## config.mk

```make
export PLATFORM = sky130hd
export DESIGN_NAME = fpo_core
export DESIGN_NICKNAME = d
export VERILOG_FILES = /design/src/logic/fpo_pkg.sv /design/src/logic/fpo_core.sv
export SDC_FILE = /design/constraint.sdc
export NUM_CORES = 1
export LEC_CHECK = 0
export BUFFER_PORTS_ARGS = -buffer_cell sky130_fd_sc_hd__buf_2
export CELL_PAD_IN_SITES_DETAIL_PLACEMENT = 1
export CELL_PAD_IN_SITES_GLOBAL_PLACEMENT = 1
export CORE_AREA = 3 3 132 134
export DETAILED_ROUTE_END_ITERATION = 6
export DIE_AREA = 0 0 135 137
export PLACE_DENSITY = 0.91
export REMOVE_ABC_BUFFERS = 1
export SLEW_MARGIN = 15
export SYNTH_ARGS = -nofsm -noshare
export SYNTH_HDL_FRONTEND = slang
export SYNTH_SLANG_ARGS = --single-unit
```

## constraint.sdc

```tcl
create_clock -name clk_sys -period 6.1 [get_ports clk_sys]
set_clock_uncertainty 0.1 [all_clocks]
set_input_delay 0.305 -clock clk_sys [delete_from_list [all_inputs] [get_ports clk_sys]]
set_output_delay 0.305 -clock clk_sys [all_outputs]
set_load 0.005 [all_outputs]
```

## src/logic/fpo_pkg.sv

```systemverilog
// Constants and types for the flash protection override sequencer
// Notes on behaviour
// RULE1: Override command is code 13h in word 0 upper byte, selection in low bits.
// RULE2: Compare key from word 1 against stored configuration key.
// RULE3: Selection bit 0 with match loads pflash protection from word 2 low byte.
// RULE4: Selection bit 1 with match loads eeprom protection from word 3 low byte.
// RULE5: Supplied key FFFFh is invalid and disables the override.
// RULE6: Valid key differing from stored key disables the override.
// RULE7: On match save both protection values before overwriting.
// RULE8: New protection values are taken without restriction.
// RULE9: Successful override sets override active.
// RULE10: Mismatch or invalid key restores both and clears override active.
// RULE11: Erased stored key FFFFh never lets an override succeed.
// RULE12: Access error leaves both protection registers unchanged.
// RULE13: Single-entry save area, overwritten each launch, restored on demand; code overwrites it only on a successful override.
// RULE14: Restore overrides direct writes and loads saved, not reset, values.
// RULE15: Access error unless index at launch is 001, 010 or 011.
// RULE16: Access error when command not allowed in current mode.
// RULE17: Access error when restore needed but override active is zero.
// RULE18: Access error for selection 00 with index 010 or 011.
// RULE19: Access error for selection 00, index 001 and a valid key.
// RULE20: Command interrupt when complete flag and its enable are set.
// RULE21: Error interrupt when single fault flag and its enable are set.
// RULE22: Works in wait mode; complete interrupt wakes processor.
// RULE23: Software launches by clearing complete flag; device sets it at finish.
// RULE24: Interrupt requests are levels following flag and enable.
package fpo_pkg;
  localparam logic [3:0] FPO_A_CMD_WORD = 4'h0;
  localparam logic [3:0] FPO_A_INDEX = 4'h1;
  localparam logic [3:0] FPO_A_STATE = 4'h2;
  localparam logic [3:0] FPO_A_CONFIG = 4'h3;
  localparam logic [3:0] FPO_A_FAULT_CFG = 4'h4;
  localparam logic [3:0] FPO_A_FAULT_STATE = 4'h5;
  localparam logic [3:0] FPO_A_PFLASH_PROT = 4'h6;
  localparam logic [3:0] FPO_A_EEPROM_PROT = 4'h7;
  localparam logic [3:0] FPO_A_PROT_STATUS = 4'h8;
  localparam logic [7:0] FPO_CMD_OVERRIDE = 8'h13;
  localparam logic [15:0] FPO_KEY_INVALID = 16'hFFFF;
  localparam logic [2:0] FPO_IX_1 = 3'h1;
  localparam logic [2:0] FPO_IX_2 = 3'h2;
  localparam logic [2:0] FPO_IX_3 = 3'h3;
  localparam logic [1:0] FPO_SEL_NONE = 2'h0;
  localparam int FPO_SEL_PF_BIT = 0;
  localparam int FPO_SEL_EE_BIT = 1;
  // State register bits
  localparam int FPO_ST_CMD_COMPLETE_FLAG_BIT = 7;
  localparam int FPO_ST_ACC_BIT = 5;
  localparam int FPO_ST_VIOL_BIT = 4;
  // Config / fault / status bits
  localparam int FPO_CFG_CMD_COMPLETE_IRQ_EN_BIT = 7;
  localparam int FPO_FAULT_BIT = 0;
  localparam int FPO_STAT_OVR_BIT = 0;
  localparam logic [7:0] FPO_PROT_RESET = 8'hFF;
  typedef enum logic [2:0] {
    FPO_IDLE = 3'b001,
    FPO_EXEC = 3'b010,
    FPO_DONE = 3'b100
  } fpo_state_e;
endpackage : fpo_pkg

```

## src/logic/fpo_core.sv

```systemverilog
// Protection override command sequencer with register port
`timescale 1ns/1ps
module fpo_core
  import fpo_pkg::*;
(
  input wire logic clk_sys,
  input wire logic rst,
  input wire logic clk_en,
  input wire logic [3:0] reg_addr,
  input wire logic [15:0] reg_wdata,
  input wire logic reg_wr,
  input wire logic reg_rd,
  output logic [15:0] reg_rdata,
  input wire logic [15:0] stored_key,
  input wire logic cmd_allowed,
  input wire logic single_fault_event,
  output logic cmd_irq,
  output logic fault_irq,
  output logic wake_req
);
  // Key, mode strap and single fault event come from other domains
  logic [15:0] key_s1_ff, key_s2_ff;
  logic allow_s1_ff, allow_s2_ff;
  logic fault_s1_ff, fault_s2_ff, fault_s3_ff;

  logic [15:0] words_ff [0:3];
  logic [15:0] nxt_words [0:3];
  logic [2:0] index_ff, nxt_index;
  logic cmd_complete_flag_ff, nxt_cmd_complete_flag;
  logic acc_ff, nxt_acc;
  logic viol_ff, nxt_viol;
  logic cmd_complete_irq_en_ff, nxt_cmd_complete_irq_en;
  logic single_fault_irq_en_ff, nxt_single_fault_irq_en;
  logic single_fault_flag_ff, nxt_single_fault_flag;
  logic [7:0] pf_prot_ff, nxt_pf_prot;
  logic [7:0] ee_prot_ff, nxt_ee_prot;
  logic [7:0] pf_save_ff, nxt_pf_save;
  logic [7:0] ee_save_ff, nxt_ee_save;
  logic ovr_ff, nxt_ovr;
  logic [15:0] rdata_ff, nxt_rdata;
  logic cmd_irq_ff, fault_irq_ff, wake_ff;
  fpo_state_e state_ff, nxt_state;

  function automatic logic is_valid_index(input logic [2:0] ix);
    is_valid_index = (ix == FPO_IX_1) || (ix == FPO_IX_2) || (ix == FPO_IX_3);
  endfunction : is_valid_index

  always_ff @(posedge clk_sys) begin
    if (rst) begin
      key_s1_ff <= 16'hFFFF;
      key_s2_ff <= 16'hFFFF;
      allow_s1_ff <= 1'b0;
      allow_s2_ff <= 1'b0;
      fault_s1_ff <= 1'b0;
      fault_s2_ff <= 1'b0;
      fault_s3_ff <= 1'b0;
    end else if (clk_en) begin
      key_s1_ff <= stored_key;
      key_s2_ff <= key_s1_ff;
      allow_s1_ff <= cmd_allowed;
      allow_s2_ff <= allow_s1_ff;
      fault_s1_ff <= single_fault_event;
      fault_s2_ff <= fault_s1_ff;
      fault_s3_ff <= fault_s2_ff;
    end
  end

  logic wr_cmd_complete_flag_clear;
  logic [1:0] sel;
  logic key_inv, key_match, err, restore;
  logic fault_rise;

  always_comb begin
    wr_cmd_complete_flag_clear = reg_wr && (reg_addr == FPO_A_STATE) && reg_wdata[FPO_ST_CMD_COMPLETE_FLAG_BIT]
                    && cmd_complete_flag_ff; // see RULE23
    sel = words_ff[0][1:0]; // see RULE1
    key_inv = (words_ff[1] == FPO_KEY_INVALID); // see RULE5
    key_match = !key_inv && (key_s2_ff != FPO_KEY_INVALID)
                && (words_ff[1] == key_s2_ff); // see RULE2 see RULE11
    restore = !key_match; // see RULE6 see RULE10
    fault_rise = fault_s2_ff && !fault_s3_ff;
    err = 1'b0;
    if (!is_valid_index(index_ff)) err = 1'b1; // see RULE15
    if (!allow_s2_ff) err = 1'b1; // see RULE16
    if (words_ff[0][15:8] != FPO_CMD_OVERRIDE) err = 1'b1;
    if (restore && !ovr_ff) err = 1'b1; // see RULE17
    if ((sel == FPO_SEL_NONE) && (index_ff != FPO_IX_1)) err = 1'b1; // see RULE18
    if ((sel == FPO_SEL_NONE) && (index_ff == FPO_IX_1) && !key_inv) err = 1'b1; // see RULE19
  end

  always_comb begin
    for (int i = 0; i < 4; i++) nxt_words[i] = words_ff[i];
    nxt_index = index_ff;
    nxt_cmd_complete_flag = cmd_complete_flag_ff;
    nxt_acc = acc_ff;
    nxt_viol = viol_ff;
    nxt_cmd_complete_irq_en = cmd_complete_irq_en_ff;
    nxt_single_fault_irq_en = single_fault_irq_en_ff;
    nxt_single_fault_flag = single_fault_flag_ff;
    nxt_pf_prot = pf_prot_ff;
    nxt_ee_prot = ee_prot_ff;
    nxt_pf_save = pf_save_ff;
    nxt_ee_save = ee_save_ff;
    nxt_ovr = ovr_ff;
    nxt_state = state_ff;
    nxt_rdata = 16'h0000;
    if (reg_wr) begin
      case (reg_addr)
        FPO_A_CMD_WORD: if (cmd_complete_flag_ff) nxt_words[index_ff[1:0]] = reg_wdata;
        FPO_A_INDEX: nxt_index = reg_wdata[2:0];
        FPO_A_STATE: begin
          if (reg_wdata[FPO_ST_ACC_BIT]) nxt_acc = 1'b0;
          if (reg_wdata[FPO_ST_VIOL_BIT]) nxt_viol = 1'b0;
        end
        FPO_A_CONFIG: nxt_cmd_complete_irq_en = reg_wdata[FPO_CFG_CMD_COMPLETE_IRQ_EN_BIT];
        FPO_A_FAULT_CFG: nxt_single_fault_irq_en = reg_wdata[FPO_FAULT_BIT];
        FPO_A_FAULT_STATE: if (reg_wdata[FPO_FAULT_BIT]) nxt_single_fault_flag = 1'b0;
        FPO_A_PFLASH_PROT: nxt_pf_prot = reg_wdata[7:0];
        FPO_A_EEPROM_PROT: nxt_ee_prot = reg_wdata[7:0];
        default: ;
      endcase
    end
    if (fault_rise) nxt_single_fault_flag = 1'b1;
    case (state_ff)
      FPO_IDLE: begin
        if (wr_cmd_complete_flag_clear && !acc_ff && !viol_ff) begin
          nxt_cmd_complete_flag = 1'b0; // see RULE23
          nxt_state = FPO_EXEC;
        end
      end
      FPO_EXEC: begin
        if (err) begin
          nxt_acc = 1'b1; // see RULE12
        end else if (key_match) begin
          nxt_pf_save = pf_prot_ff; // see RULE7 see RULE13
          nxt_ee_save = ee_prot_ff;
          if (sel[FPO_SEL_PF_BIT]) nxt_pf_prot = words_ff[2][7:0]; // see RULE3 see RULE8
          if (sel[FPO_SEL_EE_BIT]) nxt_ee_prot = words_ff[3][7:0]; // see RULE4
          nxt_ovr = 1'b1; // see RULE9
        end else begin
          nxt_pf_prot = pf_save_ff; // see RULE10 see RULE14
          nxt_ee_prot = ee_save_ff;
          nxt_ovr = 1'b0;
        end
        nxt_state = FPO_DONE;
      end
      FPO_DONE: begin
        nxt_cmd_complete_flag = 1'b1; // see RULE23
        nxt_state = FPO_IDLE;
      end
      default: nxt_state = FPO_IDLE;
    endcase
    if (reg_rd) begin
      case (reg_addr)
        FPO_A_CMD_WORD: nxt_rdata = words_ff[index_ff[1:0]];
        FPO_A_INDEX: nxt_rdata = {13'h0000, index_ff};
        FPO_A_STATE: nxt_rdata = {8'h00, cmd_complete_flag_ff, 1'b0, acc_ff, viol_ff, 4'h0};
        FPO_A_CONFIG: nxt_rdata = {8'h00, cmd_complete_irq_en_ff, 7'h00};
        FPO_A_FAULT_CFG: nxt_rdata = {15'h0000, single_fault_irq_en_ff};
        FPO_A_FAULT_STATE: nxt_rdata = {15'h0000, single_fault_flag_ff};
        FPO_A_PFLASH_PROT: nxt_rdata = {8'h00, pf_prot_ff};
        FPO_A_EEPROM_PROT: nxt_rdata = {8'h00, ee_prot_ff};
        FPO_A_PROT_STATUS: nxt_rdata = {15'h0000, ovr_ff};
        default: nxt_rdata = 16'h0000;
      endcase
    end
  end

  always_ff @(posedge clk_sys) begin
    if (rst) begin
      for (int i = 0; i < 4; i++) words_ff[i] <= 16'h0000;
      index_ff <= 3'h0;
      cmd_complete_flag_ff <= 1'b1;
      acc_ff <= 1'b0;
      viol_ff <= 1'b0;
      cmd_complete_irq_en_ff <= 1'b0;
      single_fault_irq_en_ff <= 1'b0;
      single_fault_flag_ff <= 1'b0;
      pf_prot_ff <= FPO_PROT_RESET;
      ee_prot_ff <= FPO_PROT_RESET;
      pf_save_ff <= FPO_PROT_RESET;
      ee_save_ff <= FPO_PROT_RESET;
      ovr_ff <= 1'b0;
      rdata_ff <= 16'h0000;
      state_ff <= FPO_IDLE;
    end else if (clk_en) begin
      for (int i = 0; i < 4; i++) words_ff[i] <= nxt_words[i];
      index_ff <= nxt_index;
      cmd_complete_flag_ff <= nxt_cmd_complete_flag;
      acc_ff <= nxt_acc;
      viol_ff <= nxt_viol;
      cmd_complete_irq_en_ff <= nxt_cmd_complete_irq_en;
      single_fault_irq_en_ff <= nxt_single_fault_irq_en;
      single_fault_flag_ff <= nxt_single_fault_flag;
      pf_prot_ff <= nxt_pf_prot;
      ee_prot_ff <= nxt_ee_prot;
      pf_save_ff <= nxt_pf_save;
      ee_save_ff <= nxt_ee_save;
      ovr_ff <= nxt_ovr;
      rdata_ff <= nxt_rdata;
      state_ff <= nxt_state;
    end
  end

  // Interrupt levels registered from next flag values, so no lag vs flags
  always_ff @(posedge clk_sys) begin
    if (rst) begin
      cmd_irq_ff <= 1'b0;
      fault_irq_ff <= 1'b0;
      wake_ff <= 1'b0;
    end else if (clk_en) begin
      cmd_irq_ff <= nxt_cmd_complete_flag && nxt_cmd_complete_irq_en; // see RULE20 see RULE24
      fault_irq_ff <= nxt_single_fault_flag && nxt_single_fault_irq_en; // see RULE21 see RULE24
      wake_ff <= nxt_cmd_complete_flag && nxt_cmd_complete_irq_en; // see RULE22
    end
  end

  assign reg_rdata = rdata_ff;
  assign cmd_irq = cmd_irq_ff;
  assign fault_irq = fault_irq_ff;
  assign wake_req = wake_ff;
endmodule : fpo_core

```

; ---- After elaboration in Yosys (flattened, before gate mapping)
; Memory sizes are Yosys's and may differ from the RTL's. A register that Yosys moved wholly into a read port is not among the register bits.
; Index checks and enable logic that the tools add are counted.
; Widths: inputs -> output; s select.
[totals]
output_inout_bits = 19
memories = 1
mem_bits_rw = 64
elab_cells = 133
ff_bits = 99
[op_classes]
n_reduce_logical = 27
n_lt_le_gt_ge = 2
muxes = 55
bitwise = 6
n_eq_ne = 20
[mem_list]
columns = name, words, word_bits, rd, rd_clocked_by_memory_dff, write_ports, line_no
row1 = words_ff, 4, 16, 5, 1, 4, fpo_core.sv:26  ; logic [15:0] words_ff [0:3];
[ops]
columns = cell, count
row1 = $mux 64, 3
row2 = $pmux 16 s9, 1
row3 = $mux 16, 6
row4 = $mux 8, 12
row5 = $bwmux 64, 1
row6 = $demux 16 s2, 1
row7 = $mux 1, 26
row8 = $eq 16x16->1, 1
row9 = $eq 16x16->1 const B, 1
row10 = $eq 4x3->1 const B, 4
row11 = $ne 16x16->1 const B, 1
row12 = $logic_and 1x1->1, 14
row13 = $eq 3x2->1 const B, 3
row14 = $eq 4x2->1 const B, 2
row15 = $ne 8x5->1 const B, 1
row16 = $eq 3x1->1 const B, 2
row17 = $pmux 3 s2, 1
row18 = $reduce_and 3->1, 2
row19 = $logic_not 1->1, 5
row20 = $eq 4x1->1 const B, 1
row21 = $eq 4x4->1 const B, 1
row22 = $logic_not 4->1, 1
row23 = $mux 2, 2
row24 = $or 1x1->1, 4
row25 = 13 further kinds, 14

; ---- Logic depth before layout (Yosys ltp)
; An unclocked memory read counts as a cell.
[depth]
ltp_word = 12
ltp_mapped = 11

; ---- Worst setup path before layout
; OpenSTA, ideal clock, no wires.
[synth_timing]
kind = input-to-reg
from = in clk_en
to = mem words_ff[0][0], enable pin
cell_stages = 4
path_slack_ns = 2.688
required_ns = 5.574
arrival_ns = 2.887
cell_sequence = clkbuf_1 -> buf_1 -> buf_1 -> a41o_1
[synth_rtl]
columns = element, line_no
row1 = from (decl), fpo_core.sv:8  ; input wire logic clk_en,
row2 = to (decl), fpo_core.sv:26

; ---- Final worst setup path
[layout_timing]
from = reg index_ff[1]
to = reg pf_prot_ff[3]
[layout_via]
elab_chain_len = 11
[layout_rtl]
columns = element, line_no
row1 = from (decl), fpo_core.sv:28  ; logic [2:0] index_ff, nxt_index;
row2 = from (signal assigned), fpo_core.sv:188  ; index_ff <= nxt_index;
row3 = $eq 3x1->1 / $eq 3x2->1 (equally long branches), "fpo_core.sv:45, fpo_core.sv:88"
row4 = $logic_or 1x1->1 (2 in series), fpo_core.sv:45  ; is_valid_index = (ix == FPO_IX_1) || (ix == FPO_IX_2) || (ix == FPO_IX_3);
row5 = $mux 1, fpo_core.sv:83  ; if (!is_valid_index(index_ff)) err = 1'b1;
row6 = $mux 1, fpo_core.sv:84  ; if (!allow_s2_ff) err = 1'b1;
row7 = $mux 1, fpo_core.sv:85  ; if (words_ff[0][15:8] != FPO_CMD_OVERRIDE) err = 1'b1;
row8 = $mux 1, fpo_core.sv:86  ; if (restore && !ovr_ff) err = 1'b1;
row9 = $mux 1, fpo_core.sv:87  ; if ((sel == FPO_SEL_NONE) && (index_ff != FPO_IX_1)) err = 1'b1;
row10 = $mux 1 (*), fpo_core.sv:88  ; if ((sel == FPO_SEL_NONE) && (index_ff == FPO_IX_1) && !key_inv) err = 1'b1;
row11 = $mux 8 (*), fpo_core.sv:132  ; if (err) begin
row12 = $mux 8 (*), fpo_core.sv:124  ; case (state_ff)
row13 = to (signal assigned), fpo_core.sv:195  ; pf_prot_ff <= nxt_pf_prot;
row14 = to (decl), fpo_core.sv:35  ; logic [7:0] pf_prot_ff, nxt_pf_prot;
; Every way passes the cells marked *; elsewhere a longest branch is shown, timed or not.
; A chain may end at the register's enable or synchronous reset.

==> metrics.md <==
| Metric | Value |
|---|---|
| Run status | `completed` |
| H-tree Lvls | `4` |
| Fillers | `roughly 1800` |
| Max VDD drop | `195 uV` |
| Worst-Skew Late Latency | `between 400 and 500 ps` |
| Normalized max-slew margin | `32.3%` |
| Root Driver | `clkbuf_16` |
| Gpl congestion | `0.849` |
| Synth top area share | `24.3%` |
| Final cell count without fillers | `between 1000 and 1500` |
| Nets | `between 900 and 1000` |
| Leakage power | `3.68 nW` |
| Sequential area share after synthesis | `around 47%` |
| Placed Cells incl. Taps | `1100` |
| Global route overflow | `0` |
| Synthesized area | `approximately 0.0083 mm2` |
| WL/cell | `~23 um` |
| Worst reg2reg path depth | `7` |
| CP startpoint | `index_ff[1]` |
| Post-Route WL | `approximately 27000 um` |
| Minimum clock period | `about 3300 ps` |
| DIE AREA | `about 0.018 mm2` |
| CP Launch Type | `flip-flop` |
| Largest net degree at the start of global routing | `between 60 and 70` |
| Vias in the first global route | `between 7000 and 8000` |
| Ys Warns | `0` |
| FMAX | `roughly 310 MHz` |
| WHS Path Cells | `3` |
| Antenna violations before repair | `0` |
| Post-Syn Instances | `a little under 900` |
| Area Overhead vs Synth | `11.7%` |
| Dominant synthesized flop cell | `dfxtp_1` |
| Seq cells post-synth | `between 150 and 200` |
| First-pass GRT wire length | `41700 um` |
| # rows | `47` |
| Max-slew violations | `0` |
| CP max stage delay | `slightly above 800 ps` |
| Final hold violations | `0` |
| Synth area leaders | `dfxtp_1, edfxtp_1, nand2_1, mux2i_1, a21oi_1` |
| Slowest stage cell, crit path | `and3_1` |
| CP endpoint kind | `flip-flop` |
| CTS tree | `yes` |
| WP data required | `about 6300 ps` |
| DRC Markers | `0` |
| DRT antenna net count | `0` |
| Initial DRC Count | `approximately 800` |
| Distinct cells, synth | `65` |
| HP Class | `input port to flip-flop` |
| Least-Margin Pin Slew | `approximately 1000 ps` |
| Ant diodes | `0` |
| Synth area leader | `dfxtp_1` |
| Initial Utilization | `between 50% and 60%` |
| Layout cells sized above 1 | `about 17%` |
| Crit path kind | `flip-flop to flip-flop` |
| Pre-antenna DRT Iters | `5` |
| Final Setup Violations | `0` |
| Commonest non-fill, non-tap cell in the layout | `nand2_1` |
| Synthesized area per cell | `between 9 and 10 um2` |
| HPWL Detailed | `roughly 17000 um` |
| Worst r2r src | `index_ff[1]` |
| Area of the core | `between 0.015 and 0.02 mm2` |
| HP Start | `stored_key[6]` |
| Period utilisation layout | `53.7%` |
| CP max FO | `17` |
| Clock-pin slew on the worst setup and hold paths | `approximately 70 ps` |
| Num ports | `between 60 and 70` |
| Via count | `around 7000` |
| Post-CTS resize count | `0` |
| Tot GR Track Use | `29.7%` |
| Reg2Reg Setup Slack | `between 2000 and 3000 ps` |
| Unrepaired setup endpoints after global routing | `false` |
| Crit path DAT | `about 3500 ps` |
| Max cap viols | `0` |
| Family with the most delay on the worst path | `simple AND/OR/NAND/NOR gates` |
| Setup TNS | `0 ps` |
| R2R Path End | `pf_prot_ff[3]` |
| CTS max path bufs | `2` |
| Commonest cells after routing, fill and taps aside | `nand2_1, a21oi_1, dfxtp_1` |
| CP Cell Sequence | `or2_1 > nand4b_4 > nor4_4 > nand2_1 > nor2_2 > and3_1 > a211oi_2` |
| Cts bufs inserted | `17` |
| Hold EP | `key_s1_ff[6]` |
| Die H | `roughly 140 um` |
| Multi-input gate area | `~0.004 mm2` |
| Clock sinks | `about 170` |
| Worst slack, placed | `roughly 2900 ps` |
| Storage cell area | `0.00394 mm2` |
| Final setup margin | `around 2800 ps` |
| Vias/cell | `between 6 and 7` |
| PD cells | `268 mW/mm2` |
| PortBufs | `61` |
| Die width | `135 um` |
| EDFF count, synth | `64` |
| Crit path buf inv count | `0` |
| Synth async-reset ratio | `0%` |
per-layer routing:
layer | global-route usage, % | vias to the layer above | routed length (um)
met4 | 10.2 | 0 | 729
met2 | 51.9 | 294 | 13400
li1 | - | 3154 | -
met5 | 0 | - | 0
met1 | 37.0 | 3545 | 10800
met3 | 5.66 | 51 | 1680
cells by family (layout without fill, tap and decap cells):
kind of cell / count (synthesis) / after routing / synth area share [%]
xor gates and xnor gates: 16 / 16 / 1.68
and+or+nand+nor: 355 / 355 / 18.9
muxes: 84 / 84 / 12.9
DFF: 165 / 165 / 47.4
buffers and inverters: 82 / 129 / 5.02
AOI/OAI and AO/OA: 174 / 174 / 14.1
state kept, by name, summed over array words and instances, names as in the netlist, named ones only:
name                    cells
words_ff                   64
key_s1_ff                  16
key_s2_ff                  16
reg_rdata                  16
ee_prot_ff                  8
ee_save_ff                  8
pf_prot_ff                  8
pf_save_ff                  8
index_ff                    3
state_ff                    3
acc_ff                      1
allow_s1_ff                 1
allow_s2_ff                 1
cmd_complete_flag_ff        1
cmd_complete_irq_en_ff      1
fault_irq                   1
fault_s1_ff                 1
fault_s2_ff                 1
fault_s3_ff                 1
ovr_ff                      1
single_fault_flag_ff        1
single_fault_irq_en_ff      1
wake_req                    1
synth_stat cells (all sizes together) (2+ instances only):
cell type,number
and3,5
nor2b,5
mux4,17
nand3,12
inv,13
mux2,4
a221oi,13
dfxtp,101
nand2,203
nor3b,3
a21oi,108
o21ai,8
or2,3
nand2b,5
nand4,15
buf,26
nor3,4
nor4,4
a222oi,3
edfxtp,64
nor2,90
a211oi,19
a22oi,8
a22o,2
and2,2
nand4b,2
mux2i,63
clkbuf,40
clkinv,2
xnor2,16
how the worst max path moves through the flow:
stage | to | slack [ps] | depth (start not counted)
2_1_floorplan | ee_prot_ff[0] | 2830 | 6
3_3_place_gp | pf_prot_ff[3] | 3050 | 7
3_5_place_dp | ee_prot_ff[6] | 2900 | 7
4_1_cts | ee_prot_ff[6] | 2890 | 7
5_1_grt | pf_prot_ff[3] | 2590 | 7
6_report | pf_prot_ff[3] | 2820 | 7
per-stage QoR:
stage	area (um2)	hold slack, ps	total power [mW]	utilization [%]
final	9290	6.73	2.49	56.6
after CTS	9290	0.946	2.49	56.6
after global placement	8610	353	1.42	52.5
after detailed placement	8610	366	1.44	52.5
after global routing	9290	0.870	2.56	56.6
after floorplan	7960	274	1.34	-
worst register-to-register path: stages (launching register included):
cell      delay [ps]
dfxtp_1          490
or2_1            690
nand4b_4         190
nor4_4           400
nand2_1          120
nor2_2           130
and3_1           820
a211oi_2         170
timing repair:
item / CTS / global route
endpoints found under the hold margin: 11 / 0
hold buffers: 11 / 0
setup buffers: 0 / 0
endpoints found under the setup margin: 0 / 0
report_power, final:
part	switching, mW	leakage, nW	internal [mW]
sequential	0.0424	1.48	1.19
clock	0.484	0.282	0.578
combinational	0.123	1.91	0.0752
final cells by class:
type | count | area share, %
Timing Repair Buffer | 82 | 5.28
Sequential cell | 165 | 42.5
Multi-Input combinational cell | 629 | 42.6
Tap cell | 220 | 2.96
Inverter | 15 | 0.606
Clock inverter | 13 | 1.28
Clock buffer | 19 | 4.77
No activity file was read; power rests on OpenSTA's default activity.
